`src/common/fault_action_pkg.sv`:
```
// Constants, types and decode helpers for the current fault response control.
// Assumes one 100 MHz system clock and a command port carrying page, code and data.
// What this block does
// [RULE1] Any triggered current fault pulls alert low.
// [RULE2] Triggered fault sets its status flag always.
// [RULE3] Flags clear only on clear faults command.
// [RULE4] Response 10: disable now, then retry policy.
// [RULE5] Response 11: off only while fault persists.
// [RULE6] Retry 000: stay off until cleared.
// [RULE7] Retry 111: restart repeatedly until stopped.
// [RULE8] Retry start interval is (delay+1) times 35ms.
// [RULE9] Undercurrent byte sets the undercurrent flag.
// [RULE10] Undercurrent byte resets to 80h.
// [RULE11] One paged byte each, write protectable.
// [RULE12] Overcurrent byte resets 80h, sets overcurrent flag.
// [RULE13] Unused codes mean shutdown without any retry.
package fault_action_pkg;

	// ----------------------------------------------------------------
	// Command codes and reset values
	// ----------------------------------------------------------------
	localparam logic [7:0] OC_ACTION_CODE = 8'he5;
	localparam logic [7:0] UC_ACTION_CODE = 8'he6;
	localparam logic [7:0] ACTION_RESET   = 8'h80;

	// ----------------------------------------------------------------
	// Field positions and encodings of an action byte
	// ----------------------------------------------------------------
	localparam int         RESP_MSB      = 7;
	localparam int         RESP_LSB      = 6;
	localparam int         RETRY_MSB     = 5;
	localparam int         RETRY_LSB     = 3;
	localparam int         DELAY_MSB     = 2;
	localparam int         DELAY_LSB     = 0;
	localparam logic [1:0] RESP_RETRY    = 2'h2;
	localparam logic [1:0] RESP_FOLLOW   = 2'h3;
	localparam logic [2:0] RETRY_FOREVER = 3'h7;

	// ----------------------------------------------------------------
	// Timing
	// ----------------------------------------------------------------
	localparam int CLK_FREQ_KHZ      = 100000;
	localparam int RETRY_STEP_MS     = 35;
	localparam int RETRY_STEP_CYCLES = RETRY_STEP_MS * CLK_FREQ_KHZ;

	// ----------------------------------------------------------------
	// Types
	// ----------------------------------------------------------------
	typedef enum logic [1:0] {ACT_LATCH, ACT_FOLLOW, ACT_RETRY} action_t;
	typedef enum logic [1:0] {ST_RUN, ST_LATCHED, ST_FOLLOW, ST_RETRY} resp_state_t;

	// Maps an action byte to the reaction; every unused code falls back to a latched shutdown.
	function automatic action_t decode_action(input logic [7:0] act);
		if (act[RESP_MSB:RESP_LSB] == RESP_FOLLOW) begin
			decode_action = ACT_FOLLOW; // [RULE5]
		end else if (act[RESP_MSB:RESP_LSB] == RESP_RETRY && act[RETRY_MSB:RETRY_LSB] == RETRY_FOREVER) begin
			decode_action = ACT_RETRY; // [RULE7]
		end else begin
			decode_action = ACT_LATCH; // [RULE6] [RULE13]
		end
	endfunction : decode_action

endpackage : fault_action_pkg

```
`src/hdl/fault_retry_timer.sv`:
```
// Retry interval timer: counts (delay + 1) steps of a fixed cycle length.
// Assumes start_in is a one-cycle pulse; a new start restarts the count.
`timescale 1ns/1ps
module fault_retry_timer #(
	parameter int STEP_CYCLES = fault_action_pkg::RETRY_STEP_CYCLES
) (
	input  wire logic       sys_clk_in,
	input  wire logic       rst_n_in,
	input  wire logic       start_in,
	input  wire logic [2:0] delay_in,
	output logic            busy_out,
	output logic            done_out
);

	localparam int CW = $clog2(STEP_CYCLES + 1);
	localparam logic [CW-1:0] STEP_LAST = CW'(STEP_CYCLES - 1);

	logic [CW-1:0] step_cnt;
	logic [CW-1:0] next_step_cnt;
	logic [2:0]    unit_cnt;
	logic [2:0]    next_unit_cnt;
	logic          next_busy;

	// Flags the last count cycle, so the owner acts on the edge that ends the interval exactly.
	assign done_out = busy_out & (step_cnt == '0) & (unit_cnt == 3'h0); // [RULE8]

	// Counts steps inside a unit, then units down to zero.
	always_comb begin
		next_step_cnt = step_cnt;
		next_unit_cnt = unit_cnt;
		next_busy     = busy_out;
		if (start_in) begin
			next_step_cnt = STEP_LAST;
			next_unit_cnt = delay_in; // [RULE8]
			next_busy     = 1'b1;
		end else if (busy_out) begin
			if (step_cnt != '0) begin
				next_step_cnt = step_cnt - 1'b1;
			end else if (unit_cnt != 3'h0) begin
				next_step_cnt = STEP_LAST;
				next_unit_cnt = unit_cnt - 3'h1;
			end else begin
				next_busy = 1'b0;
			end
		end
	end

	// Registers the timer state.
	always_ff @(posedge sys_clk_in) begin
		if (!rst_n_in) begin
			step_cnt <= '0;
			unit_cnt <= 3'h0;
			busy_out <= 1'b0;
		end else begin
			step_cnt <= next_step_cnt;
			unit_cnt <= next_unit_cnt;
			busy_out <= next_busy;
		end
	end

endmodule : fault_retry_timer

```
`src/hdl/current_fault_response_ctrl.sv`:
```
// Current fault response control: paged action bytes, fault flags, alert and output enables.
// Assumes fault detectors and enable command are synchronous levels per page, and bias sense is one shared synchronous level.
`timescale 1ns/1ps
module current_fault_response_ctrl #(
	parameter int PAGES       = 2,
	parameter int STEP_CYCLES = fault_action_pkg::RETRY_STEP_CYCLES
) (
	input  wire logic                     sys_clk_in,
	input  wire logic                     rst_n_in,
	input  wire logic [$clog2(PAGES)-1:0] page_in,
	input  wire logic [7:0]               cmd_code_in,
	input  wire logic                     wr_en_in,
	input  wire logic [7:0]               wr_data_in,
	input  wire logic                     rd_en_in,
	input  wire logic                     write_protect_in,
	input  wire logic                     clear_faults_in,
	input  wire logic [PAGES-1:0]         oc_fault_in,
	input  wire logic [PAGES-1:0]         uc_fault_in,
	input  wire logic [PAGES-1:0]         on_command_in,
	input  wire logic                     bias_ok_in,
	input  wire logic [PAGES-1:0]         other_shutdown_in,
	output logic [7:0]                    rd_data_out,
	output logic                          rd_valid_out,
	output logic                          wr_refused_out,
	output logic [PAGES-1:0]              oc_flag_out,
	output logic [PAGES-1:0]              uc_flag_out,
	output logic [PAGES-1:0]              output_enable_out,
	output logic                          bus_alert_out
);

	// ----------------------------------------------------------------
	// Action byte storage and command port
	// ----------------------------------------------------------------
	logic [7:0] oc_action [PAGES];
	logic [7:0] uc_action [PAGES];
	logic [7:0] next_oc_action [PAGES];
	logic [7:0] next_uc_action [PAGES];
	logic [7:0] next_rd_data;
	logic       next_rd_valid;
	logic       next_wr_refused;
	logic       hit_oc;
	logic       hit_uc;

	assign hit_oc = (cmd_code_in == fault_action_pkg::OC_ACTION_CODE);
	assign hit_uc = (cmd_code_in == fault_action_pkg::UC_ACTION_CODE);

	// Writes land in the addressed page unless protected; reads of other codes return zero.
	always_comb begin
		next_oc_action  = oc_action;
		next_uc_action  = uc_action;
		next_rd_data    = 8'h00;
		next_rd_valid   = rd_en_in;
		next_wr_refused = 1'b0;
		if (wr_en_in) begin
			if (write_protect_in) begin
				next_wr_refused = hit_oc | hit_uc; // [RULE11]
			end else if (hit_oc) begin
				next_oc_action[page_in] = wr_data_in; // [RULE11]
			end else if (hit_uc) begin
				next_uc_action[page_in] = wr_data_in; // [RULE11]
			end
		end
		if (rd_en_in) begin
			if (hit_oc) begin
				next_rd_data = oc_action[page_in];
			end else if (hit_uc) begin
				next_rd_data = uc_action[page_in];
			end
		end
	end

	// Registers the action bytes and the read answer.
	always_ff @(posedge sys_clk_in) begin
		if (!rst_n_in) begin
			for (int p = 0; p < PAGES; p++) begin
				oc_action[p] <= fault_action_pkg::ACTION_RESET; // [RULE12]
				uc_action[p] <= fault_action_pkg::ACTION_RESET; // [RULE10]
			end
			rd_data_out    <= 8'h00;
			rd_valid_out   <= 1'b0;
			wr_refused_out <= 1'b0;
		end else begin
			oc_action      <= next_oc_action;
			uc_action      <= next_uc_action;
			rd_data_out    <= next_rd_data;
			rd_valid_out   <= next_rd_valid;
			wr_refused_out <= next_wr_refused;
		end
	end

	// ----------------------------------------------------------------
	// Per-page response engine
	// ----------------------------------------------------------------
	logic [PAGES-1:0] next_oc_flag;
	logic [PAGES-1:0] next_uc_flag;
	logic [PAGES-1:0] next_enable;

	genvar g;
	generate
		for (g = 0; g < PAGES; g++) begin : g_page
			fault_action_pkg::resp_state_t state;
			fault_action_pkg::resp_state_t next_state;
			fault_action_pkg::action_t     act;
			logic                          allowed;
			logic                          trip_oc;
			logic                          trip_uc;
			logic                          timer_start;
			logic                          timer_busy;
			logic                          timer_done;
			logic [2:0]                    delay;

			// The overcurrent byte takes precedence when both faults trip together.
			assign allowed = on_command_in[g] & bias_ok_in & ~other_shutdown_in[g];
			assign trip_oc = (state == fault_action_pkg::ST_RUN) & allowed & oc_fault_in[g];
			assign trip_uc = (state == fault_action_pkg::ST_RUN) & allowed & uc_fault_in[g];
			assign act     = trip_oc ? fault_action_pkg::decode_action(oc_action[g])
			                         : fault_action_pkg::decode_action(uc_action[g]);
			assign delay   = trip_oc ? oc_action[g][fault_action_pkg::DELAY_MSB:fault_action_pkg::DELAY_LSB]
			                         : uc_action[g][fault_action_pkg::DELAY_MSB:fault_action_pkg::DELAY_LSB];

			// Response state: run, latched off, following the fault, or waiting to retry.
			always_comb begin
				next_state  = state;
				timer_start = 1'b0;
				case (state)
					fault_action_pkg::ST_RUN: begin
						if (trip_oc | trip_uc) begin
							case (act)
								fault_action_pkg::ACT_FOLLOW: next_state = fault_action_pkg::ST_FOLLOW; // [RULE5]
								fault_action_pkg::ACT_RETRY: begin
									next_state  = fault_action_pkg::ST_RETRY; // [RULE4]
									// A timer in its last cycle is free again, so it restarts for this trip.
									timer_start = ~timer_busy | timer_done; // [RULE8]
								end
								default: next_state = fault_action_pkg::ST_LATCHED; // [RULE4] [RULE6] [RULE13]
							endcase
						end
					end
					fault_action_pkg::ST_LATCHED: begin
						if (clear_faults_in) begin
							next_state = fault_action_pkg::ST_RUN; // [RULE6]
						end
					end
					fault_action_pkg::ST_FOLLOW: begin
						if (!oc_fault_in[g] && !uc_fault_in[g]) begin
							next_state = fault_action_pkg::ST_RUN; // [RULE5]
						end
					end
					fault_action_pkg::ST_RETRY: begin
						if (!allowed) begin
							next_state = fault_action_pkg::ST_RUN; // [RULE7]
						end else if (timer_done) begin
							next_state  = fault_action_pkg::ST_RUN; // [RULE7]
							timer_start = 1'b1; // [RULE8]
						end
					end
					default: next_state = fault_action_pkg::ST_LATCHED;
				endcase
			end

			// Registers the response state.
			always_ff @(posedge sys_clk_in) begin
				if (!rst_n_in) begin
					state <= fault_action_pkg::ST_RUN;
				end else begin
					state <= next_state;
				end
			end

			// Measures each interval from the start of one attempt to the next.
			// A trip takes the tripping byte's delay; later restarts take the armed retry byte's delay.
			fault_retry_timer #(
				.STEP_CYCLES (STEP_CYCLES)
			) u_timer (
				.sys_clk_in (sys_clk_in),
				.rst_n_in   (rst_n_in),
				.start_in   (timer_start),
				.delay_in   ((trip_oc | trip_uc) ? delay : oc_or_uc_delay(g)),
				.busy_out   (timer_busy),
				.done_out   (timer_done)
			);

			// Flags set on a trip; a trip in the clearing cycle wins over the clear.
			always_comb begin
				next_oc_flag[g] = trip_oc | (oc_flag_out[g] & ~clear_faults_in); // [RULE2] [RULE3] [RULE12]
				next_uc_flag[g] = trip_uc | (uc_flag_out[g] & ~clear_faults_in); // [RULE2] [RULE3] [RULE9]
				next_enable[g]  = (next_state == fault_action_pkg::ST_RUN) & ~trip_oc & ~trip_uc & allowed;
			end
		end
	endgenerate

	// Delay field of the byte that governs a retrying page; overcurrent wins when both are armed.
	function automatic logic [2:0] oc_or_uc_delay(input int p);
		if (decode_retry(oc_action[p])) begin
			oc_or_uc_delay = oc_action[p][fault_action_pkg::DELAY_MSB:fault_action_pkg::DELAY_LSB];
		end else begin
			oc_or_uc_delay = uc_action[p][fault_action_pkg::DELAY_MSB:fault_action_pkg::DELAY_LSB];
		end
	endfunction : oc_or_uc_delay

	// True when a byte selects continuous retry.
	function automatic logic decode_retry(input logic [7:0] act);
		decode_retry = (fault_action_pkg::decode_action(act) == fault_action_pkg::ACT_RETRY);
	endfunction : decode_retry

	// Registers flags, output enables and the active-low alert.
	always_ff @(posedge sys_clk_in) begin
		if (!rst_n_in) begin
			oc_flag_out       <= '0;
			uc_flag_out       <= '0;
			output_enable_out <= '0;
			bus_alert_out     <= 1'b1;
		end else begin
			oc_flag_out       <= next_oc_flag;
			uc_flag_out       <= next_uc_flag;
			output_enable_out <= next_enable;
			bus_alert_out     <= ~(|next_oc_flag | |next_uc_flag); // [RULE1]
		end
	end

endmodule : current_fault_response_ctrl

```
`config.mk`:
```
export PLATFORM = sky130hd
export DESIGN_NAME = current_fault_response_ctrl
export DESIGN_NICKNAME = d
export VERILOG_FILES = /design/src/common/fault_action_pkg.sv /design/src/hdl/fault_retry_timer.sv /design/src/hdl/current_fault_response_ctrl.sv
export SDC_FILE = /design/constraint.sdc
export NUM_CORES = 1
export LEC_CHECK = 0
export ABC_AREA = 1
export BUFFER_PORTS_ARGS = -buffer_cell sky130_fd_sc_hd__buf_2
export CAP_MARGIN = 30
export CORE_MARGIN = 2
export CORE_UTILIZATION = 59
export DETAILED_ROUTE_END_ITERATION = 7
export GPL_TIMING_DRIVEN = 0
export PLACE_DENSITY = 0.91
export SETUP_SLACK_MARGIN = 0.4
export SYNTH_ARGS = -nofsm -noshare
export SYNTH_HDL_FRONTEND = slang
export SYNTH_SLANG_ARGS = --single-unit
```
`constraint.sdc`:
```
create_clock -name sys_clk_in -period 6.6 [get_ports sys_clk_in]
set_clock_uncertainty 0.05 [all_clocks]
set_input_delay 1.65 -clock sys_clk_in [delete_from_list [all_inputs] [get_ports sys_clk_in]]
set_output_delay 1.65 -clock sys_clk_in [all_outputs]
set_load 0.01 [all_outputs]
```
* Word-level counts from Yosys, hierarchy flattened
Index checks and enable logic that the tools add are counted.
** Storage, ports and cells
- Word-level logic and storage cells :: 224
- Register bits after elaboration :: 105
- Output and inout bits :: 17
- Input bits :: 32
** Cells by class
- Add/sub/neg operators :: 4
- Muxes and demuxes :: 76
- Magnitude comparators :: 2
- Eq/ne operators :: 28
- Reduce and logical (&&, ||, !) cells :: 45
- Bitwise logic cells :: 48
** Operator list (count)
- $mux W22 :: 8
- $mux W8 :: 9
- $logic_not A22 Y1 :: 2
- $reduce_bool A22 Y1 :: 2
- $sub A22 B1 Y22 const B :: 2
- $mux W3 :: 14
- $mux W2 :: 20
- $bwmux W16 :: 2
- $eq A2 B2 Y1 const B :: 16
- $and A1 B1 Y1 :: 24
- $eq A8 B8 Y1 const B :: 2
- $mux W1 :: 16
- $pmux W2 S4 :: 2
- $not A1 Y1 :: 13
- $eq A3 B3 Y1 const B :: 4
- $reduce_and A3 Y1 :: 4
- $reduce_bool A2 Y1 :: 6
- $reduce_bool A3 Y1 :: 4
- $or A1 B1 Y1 :: 10
- $reduce_and A2 Y1 :: 5
- $demux W8 S1 :: 1
- $eq A2 B1 Y1 const B :: 4
- $logic_not A2 Y1 :: 4
- $pmux W2 S2 :: 2
- other kinds (11) :: 27

* Longest topological paths before layout
- Depth in word-level cells :: 13
- Gate-level depth with buffers :: 19
- Gate-level depth less buffers :: 19

* Modules after synthesis
Synthesis repeated with hierarchy kept, for this count alone.
** Unflattened totals
- Cells, all modules :: 975
- Area total of the unflattened synthesis :: 6470.0 µm²
** Modules (own cells, without submodules)
- current_fault_response_ctrl :: sequential area each 1061.0 µm², times used 1, cells each 468, area an instance 3115.5 µm²
- fault_retry_timer at g_page[1].u_timer :: sequential area each 520.5 µm², times used 1, cells each 256, area an instance 1689.1 µm²
- fault_retry_timer at g_page[0].u_timer :: sequential area each 520.5 µm², times used 1, cells each 251, area an instance 1665.3 µm²

* Worst setup path after synthesis
Ideal clock, no wire load.
- Kind :: input port to flip-flop
- Start :: input other_shutdown_in[1]
- End :: register g_page[1].u_timer.step_cnt[18]
- Library setup time :: 128 ps
- Stages :: 16
- Arrival :: 3336 ps
- Data required time :: 6422 ps
- Path buffers :: 1
- Setup slack :: 3087 ps
- Cells stage by stage :: inv_1 -> nand3_1 -> nor2_2 -> nand2_1 -> o31ai_1 -> inv_1 -> ha_1 -> nand3_1 -> nand2_1 -> nand2_2 -> nand2_4 -> nand2_2 -> buf_4 -> nand2_1 -> nor2_1 -> nor2_1
** On the way
- Longest elaborated chain between the ends :: 11
- Elaborated cells between the ends (all ways) :: 16
** RTL lines
- start: declaration :: RTL line current_fault_response_ctrl.sv:21 : input wire logic [PAGES-1:0] other_shutdown_in,
- $not A1 Y1 (*) :: RTL line current_fault_response_ctrl.sv:113 : assign allowed = on_command_in[g] & bias_ok_in & ~other_shutdown_in[g];
- $and A1 B1 Y1 (*) :: RTL line current_fault_response_ctrl.sv:113
- $and A1 B1 Y1 :: RTL line current_fault_response_ctrl.sv:114, current_fault_response_ctrl.sv:115
- $and A1 B1 Y1 :: RTL line current_fault_response_ctrl.sv:114 : assign trip_oc = (state == fault_action_pkg::ST_RUN) & allowed & oc_fault_in[g];
- $mux W2 :: RTL line current_fault_response_ctrl.sv:116 : assign act = trip_oc ? fault_action_pkg::decode_action(oc_action[g])
- $eq A2 B2 Y1 :: RTL line current_fault_response_ctrl.sv:128 : case (act)
- $mux W1 :: RTL line current_fault_response_ctrl.sv:128
- $mux W1 :: RTL line current_fault_response_ctrl.sv:127 : if (trip_oc | trip_uc) begin
- $pmux W1 S2 (*) :: RTL line current_fault_response_ctrl.sv:125 : case (state)
- $reduce_bool A3 Y1 (no line) or $reduce_bool A2 Y1 (tied branches)
- $reduce_and A2 Y1 (no line)
- end signal: assignment :: RTL line fault_retry_timer.sv:55 : step_cnt <= next_step_cnt;
- end: declaration :: RTL line fault_retry_timer.sv:18 : logic [CW-1:0] step_cnt;
Mark *: on every way between the ends. The rest lies on a longest branch, timed or not.
A chain may end at the register's enable or synchronous reset.

* Worst setup path after layout
- Start :: input bias_ok_in
- End :: register g_page[1].u_timer.step_cnt[18]
** On the way
- Longest elaborated chain between the ends :: 11
- Elaborated cells between the ends (all ways) :: 16
** RTL lines
- start: declaration :: RTL line current_fault_response_ctrl.sv:20 : input wire logic bias_ok_in,
- $and A1 B1 Y1 (*) (2 in series) :: RTL line current_fault_response_ctrl.sv:113
- $and A1 B1 Y1 :: RTL line current_fault_response_ctrl.sv:114, current_fault_response_ctrl.sv:115
- $and A1 B1 Y1 :: RTL line current_fault_response_ctrl.sv:114
- $mux W2 :: RTL line current_fault_response_ctrl.sv:116
- $eq A2 B2 Y1 :: RTL line current_fault_response_ctrl.sv:128
- $mux W1 :: RTL line current_fault_response_ctrl.sv:128
- $mux W1 :: RTL line current_fault_response_ctrl.sv:127
- $pmux W1 S2 (*) :: RTL line current_fault_response_ctrl.sv:125
- $reduce_bool A3 Y1 (no line) or $reduce_bool A2 Y1 (tied branches)
- $reduce_and A2 Y1 (no line)
Marks and branches as above.

==> impl_summary.txt <==
----------------------------------------------------
[Run status]
  Run status ... complete, no violations

[Logic synthesis]
  Seq cells post-synth ... roughly 110
  Post-synthesis cell count ... 867
  Fraction of synthesized cell area in xor and xnor cells ... 0.0193
  Average size of a mapped cell ... 6.79 µm²
  Area fraction of the dominant cell type after synthesis ... 0.357
  Sequential share of the synthesized area ... 0.357
  Post-synthesis simple-gate area fraction ... 0.310
  Netlist area before placement ... about 6000 µm²
  Share of synthesized area spent on multiplexers ... 0
  Most area-hungry cell type in the Yosys netlist ... dfxtp_1
  Share of flip-flops with an asynchronous set or reset after synthesis ... 0
  Synthesized Nets ... 921
  Most frequently used flop master after synthesis ... dfxtp_1
  Combinational family with the most area after synthesis ... simple AND/OR/NAND/NOR gates
  Number of different library cells in the post-synthesis netlist ... 40
  Compound-gate portion of the synthesized area ... 0.169
  Synth warn ... 0
  Synth top area cells ... dfxtp_1 36%, nand2_1 9.8%, nor2_1 7.7%
  Post-Synth Adder-Cell Area ... 0.0468
  Post-synth EDFFs ... 0

[Setup path]
  Cell seen most often among critical-path stages ... nand2_1
  Required @ worst endpoint ... between 6 and 7 ns
  R2R setup slack ... approximately 3.8 ns
  Number of cell instances on the worst register-to-register path ... 18
  Cell breakdown of the critical path ... buf_2 > nand3_1 > nor2_2 > nand2_1 > o31ai_1 > inv_1 > ha_1 > nand3_1 > nand2_1 > nand2_2 > nand2_4 > nand2_2 > buf_4 > nand2_1 > nor2_1 > nor2_1
  Critical path destination ... g_page[1].u_timer.step_cnt[18]
  Largest fanout on the critical path ... 10
  Worst R2R Start ... g_page[0].state[0]
  Crit Path Category ... in2reg
  FF-to-FF End ... g_page[0].u_timer.step_cnt[20]
  Worst EP arrival ... 3.91 ns
  Delay of the slowest cell on the worst path ... 0.34 ns
  Cell with the biggest individual delay on the critical path ... o31ai_1
  Element type at the critical path start ... input port
  Worst setup startpoint ... bias_ok_in
  Sort of element at the end of the critical path ... register

[CTS]
  Post-CTS sizing ... 0
  Clock buffer depth ... 2
  CTS tree ... done
  Post-CTS Setup Inserts ... 0
  Clock network latency to the later pin of the worst-skew pair ... roughly 0.38 ns
  Number of sinks handled by clock tree synthesis ... 105
  Root buffer selected by CTS ... clkbuf_8
  H-Tree Level Count ... 3
  Clock-pin slew on the worst setup and hold paths ... 0.10 ns
  Total CTS buffers ... 9
  CTS Hold Buffers Added ... 0

[Routing]
  Vias ... 5929
  Number of detailed-route iterations in the first pass ... 6
  DRC violations left ... 0
  Total detailed-routing wirelength ... 15400 µm
  Per-cell routed wire length ... approximately 15 µm
  Number of vias per cell ... 5.57
  Iter 0 DRT Violations ... 379
  Remaining antenna violation count ... 0

[Global route]
  Met3 global-route usage ... 0.0470
  Maximum number of pins on one net before global-route repair ... 16
  Grt peak-use layer ... met2
  Vias in the first global route ... 5706
  Global routing usage on met1 ... 0.345
  GRT Resource Usage Total ... 0.288
  First-pass GRT wire length ... approximately 26000 µm
  Remaining Overflow, GRT ... 0
  Initial antenna violation count ... 0
  Met2 usage ... 0.478

[Power and ir drop]
  Switching power ... ~300 µW
  Cell Int Power ... 881 µW
  Switching power share of the total ... 0.254
  Peak ir drop on the vdd network ... 0.000124 V
  Relative contribution of combinational cells to total power ... 0.097
  Total chip power ... 1.18 mW
  Flop pwr share ... 0.544
  Portion of total power attributed to the clock network ... 0.359
  Static power due to leakage ... between 3 and 4 nW
  Power density over cell area ... between 150 and 200 nW/µm²

[Final layout]
  Inserted Diodes ... 0
  Area used by multi-input combinational logic ... approximately 3200 µm²
  Number of nets in the finished design ... 980
  Leading cell type in the layout, fill and taps excluded ... nand2_1
  Share of cells above drive strength 1 ... 0.128
  Final cell area excluding filler cells ... 6500 µm²
  Sequential cell area ... 2100 µm²
  Layout overhead on the synthesized area ... 10.4%
  Highest-count cells in the layout ignoring fill and taps ... 153 x nand2_1, 120 x nor2_1, 111 x inv_1
  Post-Route Utilization ... 0.668
  Non-filler instance count after layout ... ~1100
  # fillers ... around 850

[Placed design]
  Setup slack after placement ... ~2.5 ns
  Placed Area ... 6290 µm²
  Placed wire-length estimate after detailed placement ... 11400 µm
  Placed cells ... 1048
  Port Buffers ... 48
  Last weighted congestion value of the routability-driven placer ... 0.941

[STA]
  Final setup vio count ... 0
  Highest clock rate ... 0.269 GHz
  Min cycle time layout ... 3.72 ns
  Final-report max-slew violation count ... 0
  Least-Margin Pin Slew ... 0.687 ns
  Final count of hold timing violations ... 0
  Setup repair after global routing missed its margin ... no
  Hold_ws ... between 0.4 and 0.5 ns
  Period utilization ... 0.563
  Crit path setup slack, layout ... between 2 and 3 ns
  Rel. slew slack ... 0.542
  Final setup TNS ... 0 ns

[Floorplanning]
  Floorplan die area ... ~11000 µm²
  Vertical die dimension ... slightly above 100 µm
  Placeable core region ... 9730 µm²
  Chip Width ... 104 µm
  Top-level port count ... between 40 and 50
  Initial core utilization ... 0.605
  Num rows ... 36

[Min path]
  Tightest Hold Check Type ... reg2reg

[Job]
  Max-capacitance violation count ... 0

----------------------------------------------------
-- how the worst min path moves through the flow --
stage                       from            to  slack, ns  depth (start not counted)
floorplan           uc_action[4]  uc_action[4]       0.39                          2
global placement    uc_action[3]  uc_action[3]       0.40                          2
detailed placement  uc_action[3]  uc_action[3]       0.40                          2
CTS                 uc_action[3]  uc_action[3]       0.42                          2
global route        uc_action[4]  uc_action[4]       0.44                          2
finish              uc_action[3]  uc_action[3]       0.42                          2
-- cell usage after synthesis (3+ instances only) --
master,number
nand2_1,153
buf_2,4
a22oi_1,5
o211ai_1,15
a31oi_1,17
nand2_4,6
ha_1,22
clkbuf_1,9
nor2_1,120
inv_1,111
clkinv_1,3
inv_2,7
nand2_2,11
nor2_2,12
xor2_1,8
nand3_1,61
nand4_1,10
nor3_1,14
dfxtp_1,105
a21oi_1,56
buf_4,5
o21ai_0,73
o21ai_1,12
xnor2_1,5
-- worst max-delay path: cells and delay by family --
kind            cells  cell delay, ns
simple gates       11            1.31
fa+ha+maj           1            0.21
compound gates      1            0.34
buf+inv             3            0.41
-- per-layer routing --
metal / up-vias / routed length [µm]
met4: 0 / 772
met2: 261 / 7150
met3: 66 / 1030
li1: 2941 / -
met5: - / 0
met1: 2661 / 6490
-- layout make-up --
class	count	share of cell area
flip-flops and latches	105	0.323
repair buffers	48	0.0370
well taps	133	0.0256
clock inverters	2	0.00539
inverters	121	0.0699
clock buffers	14	0.0266
multi-input cells	619	0.494
plain buffers	22	0.0187
-- kinds of logic (layout without fill, tap and decap cells) --
| kind of cell | after synthesis | count (layout) |
|---|---|---|
| adder cells (fa/ha/maj) | 22 | 22 |
| buffers and inverters | 143 | 207 |
| AO/OA/AOI/OAI | 182 | 182 |
| AND/OR/NAND/NOR | 402 | 402 |
| XOR/XNOR | 13 | 13 |
| flip-flops | 105 | 105 |
-- power by group through the flow --
stage | sequential [mW] | combinational [mW] | clock, mW
final | 0.642 | 0.114 | 0.424
after global routing | 0.643 | 0.126 | 0.444
after CTS | 0.642 | 0.112 | 0.422
after detailed placement | 0.657 | 0.111 | 0
after global placement | 0.657 | 0.108 | 0
after floorplan | 0.657 | 0.0712 | 0
-- state kept, by name, summed over array words and instances, names as in the netlist --
signal                   cells
wr_refused_out               1
oc_flag_out                  2
uc_flag_out                  2
oc_action                   16
bus_alert_out                1
output_enable_out            2
uc_action                   16
g_page.u_timer.unit_cnt      6
g_page.u_timer.step_cnt     44
g_page.state                 4
rd_valid_out                 1
g_page.u_timer.busy_out      2
rd_data_out                  8
No activity file was read; power rests on OpenSTA's default activity.
